==> src/common/port_transport_pkg.sv <==
// Shared constants, types and functions of the switch port transport block
// Operation
// - Check received packet integrity before routing
// - Valid packet indexes table by destination
// - Own 512-entry table, flat or hierarchical
// - Bad CRC: discard, request retransmission
// - Forward the CRC that arrived on non-maintenance packets
// - Keep sent packets until accepted
// - Alter only maintenance packets
// - Hop count zero goes to register bus
// - Build and queue maintenance response
// - Nonzero hop: decrement, recompute CRC, route
// - Bad control symbol: drop, send not-accepted
// - Good control symbols drive transmit, link
// - One maintenance transaction outstanding
// - Register accesses are 32-bit words
// - Eight ingress, eight egress packet buffers
// - Forward multicast-event symbol with low latency
// - Cut-through or store-and-forward selectable
// - Port numbering for 4x or 1x
package port_transport_pkg;
  localparam int RT_ENTRIES = 512;
  localparam int RT_AW = 9;
  localparam int PORTS_1X = 16;
  localparam int PORT_W = 4;
  localparam int BUFS = 8;
  localparam int ACK_W = 3;
  localparam int FIFO_DEPTH = 4;
  localparam int DEST_W = 16;
  localparam int HOP_W = 8;
  localparam int CRC_W = 16;
  localparam int BODY_W = 32;
  localparam logic [CRC_W-1:0] CRC_POLY = 16'h1021;
  localparam logic [CRC_W-1:0] CRC_INIT = 16'hffff;
  localparam logic [HOP_W-1:0] HOP_LOCAL = 8'h00;
  localparam logic [2:0] CS_PA = 3'h0;
  localparam logic [2:0] CS_PR = 3'h1;
  localparam logic [2:0] CS_PNA = 3'h2;
  localparam logic [2:0] CS_LINK = 3'h4;
  localparam logic [2:0] CS_MCE = 3'h5;

  typedef struct packed {
    logic [PORT_W-1:0] port;
    logic mcast;
    logic maint;
    logic cut;
    logic [DEST_W-1:0] dest;
    logic [HOP_W-1:0] hop;
    logic [CRC_W-1:0] crc;
    logic [BODY_W-1:0] body;
  } fwd_s;

  function automatic logic [CRC_W-1:0] crc16(input logic [DEST_W+HOP_W+BODY_W-1:0] d);
    logic [CRC_W-1:0] c;
    c = CRC_INIT;
    for (int i = DEST_W + HOP_W + BODY_W - 1; i >= 0; i--) begin
      c = (c[CRC_W-1] ^ d[i]) ? ({c[CRC_W-2:0], 1'b0} ^ CRC_POLY) : {c[CRC_W-2:0], 1'b0};
    end
    return c;
  endfunction
endpackage

==> src/hdl/port_transport.sv <==
// Transport layer of one serial switch port, with its forwarding FIFO
`timescale 1ns/100ps

module fwd_fifo #(
  parameter int W = 8,
  parameter int DEPTH = 4
) (
  input wire logic clk,
  input wire logic arst_n,
  input wire logic clk_en,
  input wire logic in_valid,
  output logic in_ready,
  input wire logic [W-1:0] in_data,
  output logic out_valid,
  input wire logic out_ready,
  output logic [W-1:0] out_data
);
  localparam int AW = (DEPTH > 1) ? $clog2(DEPTH) : 1;
  localparam int CW = $clog2(DEPTH + 1);
  logic [W-1:0] mem [DEPTH];
  logic [AW-1:0] wp_r;
  logic [AW-1:0] rp_r;
  logic [CW-1:0] cnt_r;
  logic push;
  logic pop;

  assign in_ready = (cnt_r != CW'(DEPTH));
  assign out_valid = (cnt_r != '0);
  assign out_data = mem[rp_r];
  assign push = in_valid && in_ready;
  assign pop = out_valid && out_ready;

  always_ff @(posedge clk) begin
    if (clk_en && push) begin
      mem[wp_r] <= in_data;
    end
  end

  always_ff @(posedge clk or negedge arst_n) begin
    if (!arst_n) begin
      wp_r <= '0;
      rp_r <= '0;
      cnt_r <= '0;
    end else if (clk_en) begin
      if (push) begin
        wp_r <= (wp_r == AW'(DEPTH - 1)) ? '0 : wp_r + AW'(1);
      end
      if (pop) begin
        rp_r <= (rp_r == AW'(DEPTH - 1)) ? '0 : rp_r + AW'(1);
      end
      cnt_r <= cnt_r + CW'(push) - CW'(pop);
    end
  end
endmodule // fwd_fifo

module port_transport #(
  parameter int BUFS = port_transport_pkg::BUFS,
  parameter int FIFO_DEPTH = port_transport_pkg::FIFO_DEPTH
) (
  input wire logic core_clk,
  input wire logic arst_n,
  input wire logic clk_en,
  input wire logic rx_valid,
  output logic rx_ready,
  input wire logic rx_crc_ok,
  input wire logic [2:0] rx_ackid,
  input wire logic rx_maint,
  input wire logic [15:0] rx_dest,
  input wire logic [7:0] rx_hop,
  input wire logic [15:0] rx_crc,
  input wire logic [31:0] rx_body,
  input wire logic cs_valid,
  input wire logic cs_crc_ok,
  input wire logic [2:0] cs_type,
  input wire logic [2:0] cs_param,
  input wire logic rt_wr,
  input wire logic [8:0] rt_idx,
  input wire logic [3:0] rt_port,
  input wire logic rt_mcast,
  input wire logic hier_en,
  input wire logic [7:0] local_domain,
  input wire logic lane_4x,
  input wire logic cut_through,
  output logic fab_valid,
  input wire logic fab_ready,
  input wire logic fab_done,
  output logic [3:0] fab_port,
  output logic fab_mcast,
  output logic fab_maint,
  output logic fab_cut,
  output logic [15:0] fab_dest,
  output logic [7:0] fab_hop,
  output logic [15:0] fab_crc,
  output logic [31:0] fab_body,
  output logic mreq_valid,
  output logic [31:0] mreq_body,
  input wire logic mresp_valid,
  input wire logic [31:0] mresp_body,
  input wire logic eg_valid,
  output logic eg_ready,
  input wire logic [15:0] eg_crc,
  input wire logic [31:0] eg_body,
  output logic tx_valid,
  input wire logic tx_ready,
  output logic [2:0] tx_ackid,
  output logic [15:0] tx_crc,
  output logic [31:0] tx_body,
  output logic tx_cs_valid,
  output logic [2:0] tx_cs_type,
  output logic [2:0] tx_cs_param,
  output logic mce_out,
  output logic link_req
);
  localparam int PW = port_transport_pkg::ACK_W + 1;
  localparam int IW = $clog2(BUFS + 1);
  localparam int FW = $bits(port_transport_pkg::fwd_s);

  // ----------------------------------------------------------------
  // Lookup table and receive decode
  // ----------------------------------------------------------------
  logic [4:0] rt_mem [port_transport_pkg::RT_ENTRIES];
  logic [port_transport_pkg::RT_AW-1:0] rt_sel;
  logic [4:0] rt_hit;
  logic [2:0] exp_r;
  logic busy_r;
  logic take;
  logic rx_ok;
  logic is_local;
  logic retry;
  logic issue;
  logic fwd;
  logic [7:0] hop_dec;

  always_ff @(posedge core_clk) begin
    if (clk_en && rt_wr) begin
      rt_mem[rt_idx] <= {rt_mcast, rt_port};
    end
  end

  // Hierarchical mode splits the table: local domain by low byte, else by domain
  always_comb begin
    if (hier_en) begin
      rt_sel = (rx_dest[15:8] == local_domain) ? {1'b0, rx_dest[7:0]} : {1'b1, rx_dest[15:8]};
    end else begin
      rt_sel = rx_dest[8:0];
    end
  end
  assign rt_hit = rt_mem[rt_sel];

  // A packet offered with a control symbol waits, so only one reply goes out
  assign take = rx_valid && rx_ready && !cs_valid;
  assign rx_ok = rx_crc_ok && (rx_ackid == exp_r);
  assign is_local = rx_maint && (rx_hop == port_transport_pkg::HOP_LOCAL);
  assign retry = is_local && busy_r;
  assign issue = take && rx_ok && is_local && !busy_r;
  assign fwd = take && rx_ok && !is_local;
  assign hop_dec = rx_hop - 8'h01;

  always_ff @(posedge core_clk or negedge arst_n) begin
    if (!arst_n) begin
      exp_r <= '0;
    end else if (clk_en && take && rx_ok && !retry) begin
      exp_r <= exp_r + 3'h1;
    end
  end

  // ----------------------------------------------------------------
  // Control symbol validation
  // ----------------------------------------------------------------
  logic [PW-1:0] wr_ptr_r;
  logic [PW-1:0] ack_ptr_r;
  logic [PW-1:0] tx_ptr_r;
  logic field_ok;
  logic cs_good;
  logic cs_bad;
  logic pa_hit;
  logic rewind;

  always_comb begin
    unique case (cs_type)
      port_transport_pkg::CS_PA: field_ok = (cs_param == ack_ptr_r[2:0]) && (tx_ptr_r != ack_ptr_r);
      port_transport_pkg::CS_PR,
      port_transport_pkg::CS_PNA,
      port_transport_pkg::CS_LINK,
      port_transport_pkg::CS_MCE: field_ok = 1'b1;
      default: field_ok = 1'b0;
    endcase
  end
  assign cs_good = cs_valid && cs_crc_ok && field_ok;
  assign cs_bad = cs_valid && !(cs_crc_ok && field_ok);
  assign pa_hit = cs_good && (cs_type == port_transport_pkg::CS_PA);
  assign rewind = cs_good && (cs_type == port_transport_pkg::CS_PR || cs_type == port_transport_pkg::CS_PNA);

  always_ff @(posedge core_clk or negedge arst_n) begin
    if (!arst_n) begin
      tx_cs_valid <= 1'b0;
      tx_cs_type <= port_transport_pkg::CS_PA;
      tx_cs_param <= '0;
    end else if (clk_en) begin
      tx_cs_valid <= cs_bad || take;
      if (cs_bad || (take && !rx_ok)) begin
        tx_cs_type <= port_transport_pkg::CS_PNA;
        tx_cs_param <= exp_r;
      end else if (take && retry) begin
        tx_cs_type <= port_transport_pkg::CS_PR;
        tx_cs_param <= rx_ackid;
      end else if (take) begin
        tx_cs_type <= port_transport_pkg::CS_PA;
        tx_cs_param <= rx_ackid;
      end
    end
  end

  // Multicast events bypass all packet queues
  always_ff @(posedge core_clk or negedge arst_n) begin
    if (!arst_n) begin
      mce_out <= 1'b0;
      link_req <= 1'b0;
    end else if (clk_en) begin
      mce_out <= cs_good && (cs_type == port_transport_pkg::CS_MCE);
      link_req <= cs_good && (cs_type == port_transport_pkg::CS_LINK);
    end
  end

  // ----------------------------------------------------------------
  // Ingress stage, FIFO and crossbar handoff
  // ----------------------------------------------------------------
  port_transport_pkg::fwd_s stg_r;
  port_transport_pkg::fwd_s fifo_out;
  logic stg_v_r;
  logic stg_v_nxt;
  logic f_in_ready;
  logic f_out_valid;
  logic f_pop;
  logic [IW-1:0] in_cnt_r;
  logic [IW-1:0] in_cnt_nxt;

  assign stg_v_nxt = (stg_v_r && !f_in_ready) || fwd;
  assign in_cnt_nxt = in_cnt_r + IW'(fwd) - IW'(fab_done && in_cnt_r != '0);
  assign f_pop = f_out_valid && (!fab_valid || fab_ready);

  always_ff @(posedge core_clk or negedge arst_n) begin
    if (!arst_n) begin
      stg_v_r <= 1'b0;
      stg_r <= '0;
      in_cnt_r <= '0;
      rx_ready <= 1'b0;
    end else if (clk_en) begin
      stg_v_r <= stg_v_nxt;
      in_cnt_r <= in_cnt_nxt;
      rx_ready <= !stg_v_nxt && (in_cnt_nxt < IW'(BUFS));
      if (fwd) begin
        stg_r.port <= lane_4x ? {rt_hit[3:1], 1'b0} : rt_hit[3:0];
        stg_r.mcast <= rt_hit[4];
        stg_r.maint <= rx_maint;
        stg_r.cut <= cut_through;
        stg_r.dest <= rx_dest;
        stg_r.body <= rx_body;
        stg_r.hop <= rx_maint ? hop_dec : rx_hop;
        stg_r.crc <= rx_maint ? port_transport_pkg::crc16({rx_dest, hop_dec, rx_body}) : rx_crc;
      end
    end
  end

  fwd_fifo #(
    .W(FW),
    .DEPTH(FIFO_DEPTH)
  ) u_fifo (
    .clk(core_clk),
    .arst_n(arst_n),
    .clk_en(clk_en),
    .in_valid(stg_v_r),
    .in_ready(f_in_ready),
    .in_data(stg_r),
    .out_valid(f_out_valid),
    .out_ready(!fab_valid || fab_ready),
    .out_data(fifo_out)
  );

  always_ff @(posedge core_clk or negedge arst_n) begin
    if (!arst_n) begin
      fab_valid <= 1'b0;
      {fab_port, fab_mcast, fab_maint, fab_cut, fab_dest, fab_hop, fab_crc, fab_body} <= '0;
    end else if (clk_en) begin
      if (f_pop) begin
        fab_valid <= 1'b1;
        {fab_port, fab_mcast, fab_maint, fab_cut, fab_dest, fab_hop, fab_crc, fab_body} <= fifo_out;
      end else if (fab_ready) begin
        fab_valid <= 1'b0;
      end
    end
  end

  // ----------------------------------------------------------------
  // Local maintenance access
  // ----------------------------------------------------------------
  logic rsp_pend_r;
  logic [31:0] rsp_body_r;
  logic rsp_wr;
  logic eg_wr;
  logic [PW-1:0] eg_cnt;

  assign eg_cnt = wr_ptr_r - ack_ptr_r;
  assign rsp_wr = rsp_pend_r && (eg_cnt < PW'(BUFS));
  assign eg_wr = eg_valid && eg_ready;

  always_ff @(posedge core_clk or negedge arst_n) begin
    if (!arst_n) begin
      mreq_valid <= 1'b0;
      mreq_body <= '0;
      busy_r <= 1'b0;
      rsp_pend_r <= 1'b0;
      rsp_body_r <= '0;
    end else if (clk_en) begin
      mreq_valid <= issue;
      if (issue) begin
        mreq_body <= rx_body;
      end
      // Busy until the reply is queued, so a second request gets a retry
      busy_r <= issue || (busy_r && !rsp_wr);
      rsp_pend_r <= mresp_valid || (rsp_pend_r && !rsp_wr);
      if (mresp_valid) begin
        rsp_body_r <= mresp_body;
      end
    end
  end

  // ----------------------------------------------------------------
  // Egress retention and transmit
  // ----------------------------------------------------------------
  logic [31:0] ret_body [BUFS];
  logic [15:0] ret_crc [BUFS];
  logic [PW-1:0] eg_cnt_nxt;

  assign eg_cnt_nxt = eg_cnt + PW'(rsp_wr || eg_wr) - PW'(pa_hit);

  always_ff @(posedge core_clk) begin
    if (clk_en && (rsp_wr || eg_wr)) begin
      ret_body[wr_ptr_r[2:0]] <= rsp_wr ? rsp_body_r : eg_body;
      ret_crc[wr_ptr_r[2:0]] <= rsp_wr ? port_transport_pkg::crc16({24'h000000, rsp_body_r}) : eg_crc;
    end
  end

  always_ff @(posedge core_clk or negedge arst_n) begin
    if (!arst_n) begin
      wr_ptr_r <= '0;
      ack_ptr_r <= '0;
      eg_ready <= 1'b0;
    end else if (clk_en) begin
      wr_ptr_r <= wr_ptr_r + PW'(rsp_wr || eg_wr);
      ack_ptr_r <= ack_ptr_r + PW'(pa_hit);
      eg_ready <= !(mresp_valid || (rsp_pend_r && !rsp_wr)) && (eg_cnt_nxt < PW'(BUFS));
    end
  end

  // Rewind abandons the packet in flight; the partner discards it anyway
  always_ff @(posedge core_clk or negedge arst_n) begin
    if (!arst_n) begin
      tx_ptr_r <= '0;
      tx_valid <= 1'b0;
      tx_ackid <= '0;
      tx_crc <= '0;
      tx_body <= '0;
    end else if (clk_en) begin
      if (rewind) begin
        tx_ptr_r <= ack_ptr_r;
        tx_valid <= 1'b0;
      end else if ((!tx_valid || tx_ready) && tx_ptr_r != wr_ptr_r) begin
        tx_ptr_r <= tx_ptr_r + PW'(1);
        tx_valid <= 1'b1;
        tx_ackid <= tx_ptr_r[2:0];
        tx_crc <= ret_crc[tx_ptr_r[2:0]];
        tx_body <= ret_body[tx_ptr_r[2:0]];
      end else if (tx_ready) begin
        tx_valid <= 1'b0;
      end
    end
  end
endmodule // port_transport

==> config.mk <==
export PLATFORM = sky130hd
export DESIGN_NAME = port_transport
export DESIGN_NICKNAME = d
export VERILOG_FILES = /design/src/common/port_transport_pkg.sv /design/src/hdl/port_transport.sv
export SDC_FILE = /design/constraint.sdc
export NUM_CORES = 2
export LEC_CHECK = 0
export BUFFER_PORTS_ARGS = -buffer_cell sky130_fd_sc_hd__buf_2
export CAP_MARGIN = 5
export CORE_UTILIZATION = 35
export DETAILED_ROUTE_END_ITERATION = 6
export PLACE_DENSITY = 0.54
export SYNTH_ARGS = -nofsm -noshare
export SYNTH_HDL_FRONTEND = slang
export SYNTH_SLANG_ARGS = --single-unit
==> constraint.sdc <==
create_clock -name core_clk -period 6.47 [get_ports core_clk]
set_clock_uncertainty 0.2 [all_clocks]
set_input_delay 0.9705 -clock core_clk [delete_from_list [all_inputs] [get_ports core_clk]]
set_output_delay 0.9705 -clock core_clk [all_outputs]
set_load 0.005 [all_outputs]
==> run summary <==
The run finished with clean final reports. The deepest level of the CTS H-tree is 5. The area of the core is 400000 sq um. The cell count after synthesis came out at 7488. The mux share of post-synthesis cell area came out at 13.8%.

TritonCTS built the clock tree. The first-pass iteration count of the detailed router is 6. The synthesized area came out at 141000 sq um. The number of antenna violations at the first check in global routing is 32. By area, the combinational part of the netlist is dominated by multiplexers. Compared with the post-synthesis result, the final layout area differs by 15.6%. The maximum achievable frequency is 176 MHz. The detailed-route wire length is 379 mm. In this run, CTS created clock tree buffers numbering 375. The die extent in x came out at 637 microns. The detailed placement HPWL came out at 231 mm. Among cell families on the critical path, the largest total delay comes from simple AND/OR/NAND/NOR gates. Of the total synthesized cell area, the portion taken by full adders, half adders and majority gates is 0.265%.

The leading register cell type out of synthesis is edfxtp_1. The first global-routing pass estimated 546 mm of wire. The max-slew headroom at the worst pin is 17.4%. Adding up every negative setup slack in the final design gives 0 ns.

The number of buffers between clock root and the deepest sink is 4. The post-synthesis average cell area came out at 18.8 sq um. The max capacitance violation total is 0. The category of the worst setup path capture point is a flop. The net count after synthesis came out at 7716.

The worst setup path is of the primary input to flop kind. The clock insertion delay at the later pin of the skew report is 0.96 ns. The number of port buffers came out at 374. The max-slew violation count came out at 0. The fraction of synthesized cell area in xor and xnor cells is 2.03%. Entering global routing, the biggest net connects 172 pins. The highest fanout seen on the critical path came out at 60.

The filler-free cell count of the finished design came out at 13600. The total congestion overflow is 0. Traced cell by cell, the critical path runs through buf_2 > xor2_1 > nor4_1 > a21oi_4 > mux2i_4 > buf_12 > buf_4 > buf_4 > a21oi_1 > a221oi_1 > nor4_1 > o22ai_1 > nor4_1 > nor3_1 > a22oi_1 > o21ai_0. The data arrival time of the worst path is 6.28 ns. The number of placed instances, taps included, is 12900.

The cell with the largest stage delay on the worst path is nor3_1. By area the synthesized netlist is led by edfxtp_1 (69%), mux4_2 (10%), dfrtp_1 (5.6%). The fraction of the yosys area taken by sequential cells is 75.1%. The clock net in this run drives a total of 3575 sinks.

The worst hold margin is 0.0770 ns. Setup violations remaining at the end of the flow were counted as 0. Across the VDD grid, the largest voltage drop is 0.000889 V. The worst slack after detailed placement came out at -0.128 ns.

The initial core utilization came out at 35.2%. Counting stages on the worst path, the most repeated cell is nor4_1. The final weighted congestion in routability-driven placement came out at 0.830. The first-iteration detailed-routing DRC count came out at 6954. In the routed design, unresolved DRC markers number 0.

The final critical-path setup slack is 0.783 ns. The count of flip-flops with a built-in enable after synthesis is 3260. STA classifies the critical path startpoint as a primary input. The detailed-route vias per instance came out at 5.40. The count of yosys warnings during synthesis is 0. The cell taking the most area after synthesis is edfxtp_1. The proportion of layout cells with a drive suffix above 1 came out at 25.4%. The synthesized netlist contains 58 unique library cells. The fraction of post-synthesis cell area in the top cell type by area came out at 69.5%. Setup repair after global routing left no endpoint under its margin. The total routing resource utilization after global routing is 18.3%. The final critical-path share of the clock period came out at 87.9%. Summing the areas of all compound-gate instances in the mapped netlist gives 4.15% of the synthesized area.

The end-of-flow core utilization came out at 40.7%. The number of routed nets with antenna violations came out at 0. In this run the count of I/O pins placed on the die edge is 376. The vertical die dimension is 637 microns. The number of placement rows came out at 232. The clock slew at the register clock pins of the worst setup and hold paths came out at 0.06 ns. The via count of the routed design came out at 73500. The share of flip-flops with an asynchronous set or reset is 8.81%. For the finished layout, the period the worst path requires is 5.69 ns. The die area is 405000 sq um. The worst hold path belongs to the class primary input to flop.

For this design the ratio of total power to cell area is 397 nW/um^2. The number of flip-flops and latches in the synthesized netlist came out at 3575. The tree is rooted in a clkbuf_16. The synthesized-area fraction occupied by and/or/nand/nor cells came out at 3.18%.

The static leakage came out at 53.0 nW. The final net count is 8266. Data on the critical path is required at its endpoint by 7.06 ns.

In the final routed layout, each cell accounts on average for 27.9 microns. The combined buffer and inverter count along the critical path is 4. The transition time of the tightest slew-check pin came out at 1.23 ns. The largest single stage delay on the critical path is 0.85 ns. The number of failing hold endpoints at the final stage came out at 0.

The number of global-route vias before repair came out at 75500.
-- placed cells by master, fill, tap and decap left out, drive strengths merged, types with 207 or more instances in the layout --
master,netlist,final
edfxtp,3260,3260
mux4,655,655
buf,199,629
nor2,593,593
clkbuf,285,469
a21oi,360,360
nand2,338,338
dfrtp,315,315
mux2,234,234
a22oi,223,223
mux2i,207,207
-- layout make-up --
| type | instances | area, sq um |
|---|---|---|
| Timing Repair Buffer | 657 | 4860 |
| Antenna cell | 5 | 12.5 |
| Clock inverter | 214 | 2160 |
| Fill cell | 35400 | 237000 |
| Inverter | 34 | 128 |
| Clock buffer | 468 | 9900 |
| Multi-Input combinational cell | 3395 | 33400 |
| Sequential cell | 3575 | 106000 |
| Tap cell | 5265 | 6590 |
-- cells in the mapped netlist (12+ instances only) --
| cell type | count |
|---|---|
| a21o_1 | 18 |
| a21oi_1 | 360 |
| a221oi_1 | 150 |
| a22o_1 | 12 |
| a22oi_1 | 223 |
| a32oi_1 | 20 |
| buf_1 | 81 |
| buf_2 | 110 |
| clkbuf_1 | 285 |
| dfrtp_1 | 315 |
| edfxtp_1 | 3260 |
| ha_1 | 25 |
| inv_1 | 33 |
| mux2_2 | 234 |
| mux2i_1 | 207 |
| mux4_2 | 655 |
| nand2_1 | 338 |
| nand3_1 | 12 |
| nor2_1 | 593 |
| nor3_1 | 34 |
| nor4_1 | 63 |
| o21ai_0 | 88 |
| o22ai_1 | 12 |
| xnor2_1 | 182 |
| xnor3_1 | 20 |
| xor2_1 | 62 |
-- through the flow --
stage	instance area (sq um)	power [mW]
finish	163000	64.6
global route	163000	67.1
CTS	163000	65.2
detailed placement	150000	44.0
global placement	150000	43.7
floorplan	141000	38.7
-- path summary, 6_finish.rpt --
kind / startpoint / end / slack [ns] / depth (start not counted)
min: mresp_body[6] / rsp_body_r[6] / 0.08 / 2
max reg2reg: rsp_body_r[31] / ret_crc[3][15] / 1.61 / 9
max: rx_dest[15] / stg_r[74] / 0.78 / 16
min reg2reg: stg_r[9] / u_fifo.mem[3][9] / 0.29 / 0
min in group asynchronous: arst_n / rsp_body_r[26] / 0.37 / 2
max in group asynchronous: arst_n / u_fifo.rp_r[0] / 4.41 / 3
-- layer usage --
| metal | routed length [microns] | up-vias | GRT usage [%] |
|---|---|---|---|
| met3 | 25300 | 510 | 2.90 |
| li1 | - | 31100 | - |
| met1 | 164000 | 39100 | 25.9 |
| met4 | 8790 | 6 | 4.27 |
| met2 | 181000 | 2724 | 29.7 |
| met5 | 40 | - | 0 |
-- flip-flops by register name (all words and copies together) (netlist names), 32 cells and up --
signal and cells:
rsp_body_r 32, stg_r 79, mreq_body 32, u_fifo.mem 316, ret_crc 128, rt_mem 2560, tx_body 32, fab_body 32
ret_body 256
-- where the power goes --
part	leakage, nW	switching, mW	internal, mW
sequential	33.3	0.843	27.1
clock	5.86	8.98	12.3
combinational	13.9	8.70	6.67
total	53.0	18.5	46.1
-- cells by family (layout without fill, tap and decap cells) --
group           after synthesis  after routing
flops                      3575           3575
mux                        1096           1096
simple gates               1093           1093
compound gates              900            900
buf+inv                     518           1373
xor+xnor                    277            277
fa+ha+maj                    28             28
other cells                   1              6
-- what timing repair did --
item / CTS / global route
hold endpoints to repair: 89 / 0
buffers inserted: 0 / 0
gates resized for setup: 0 / 0
hold buffers: 27 / 0
Power figures use the tool's default switching activity.
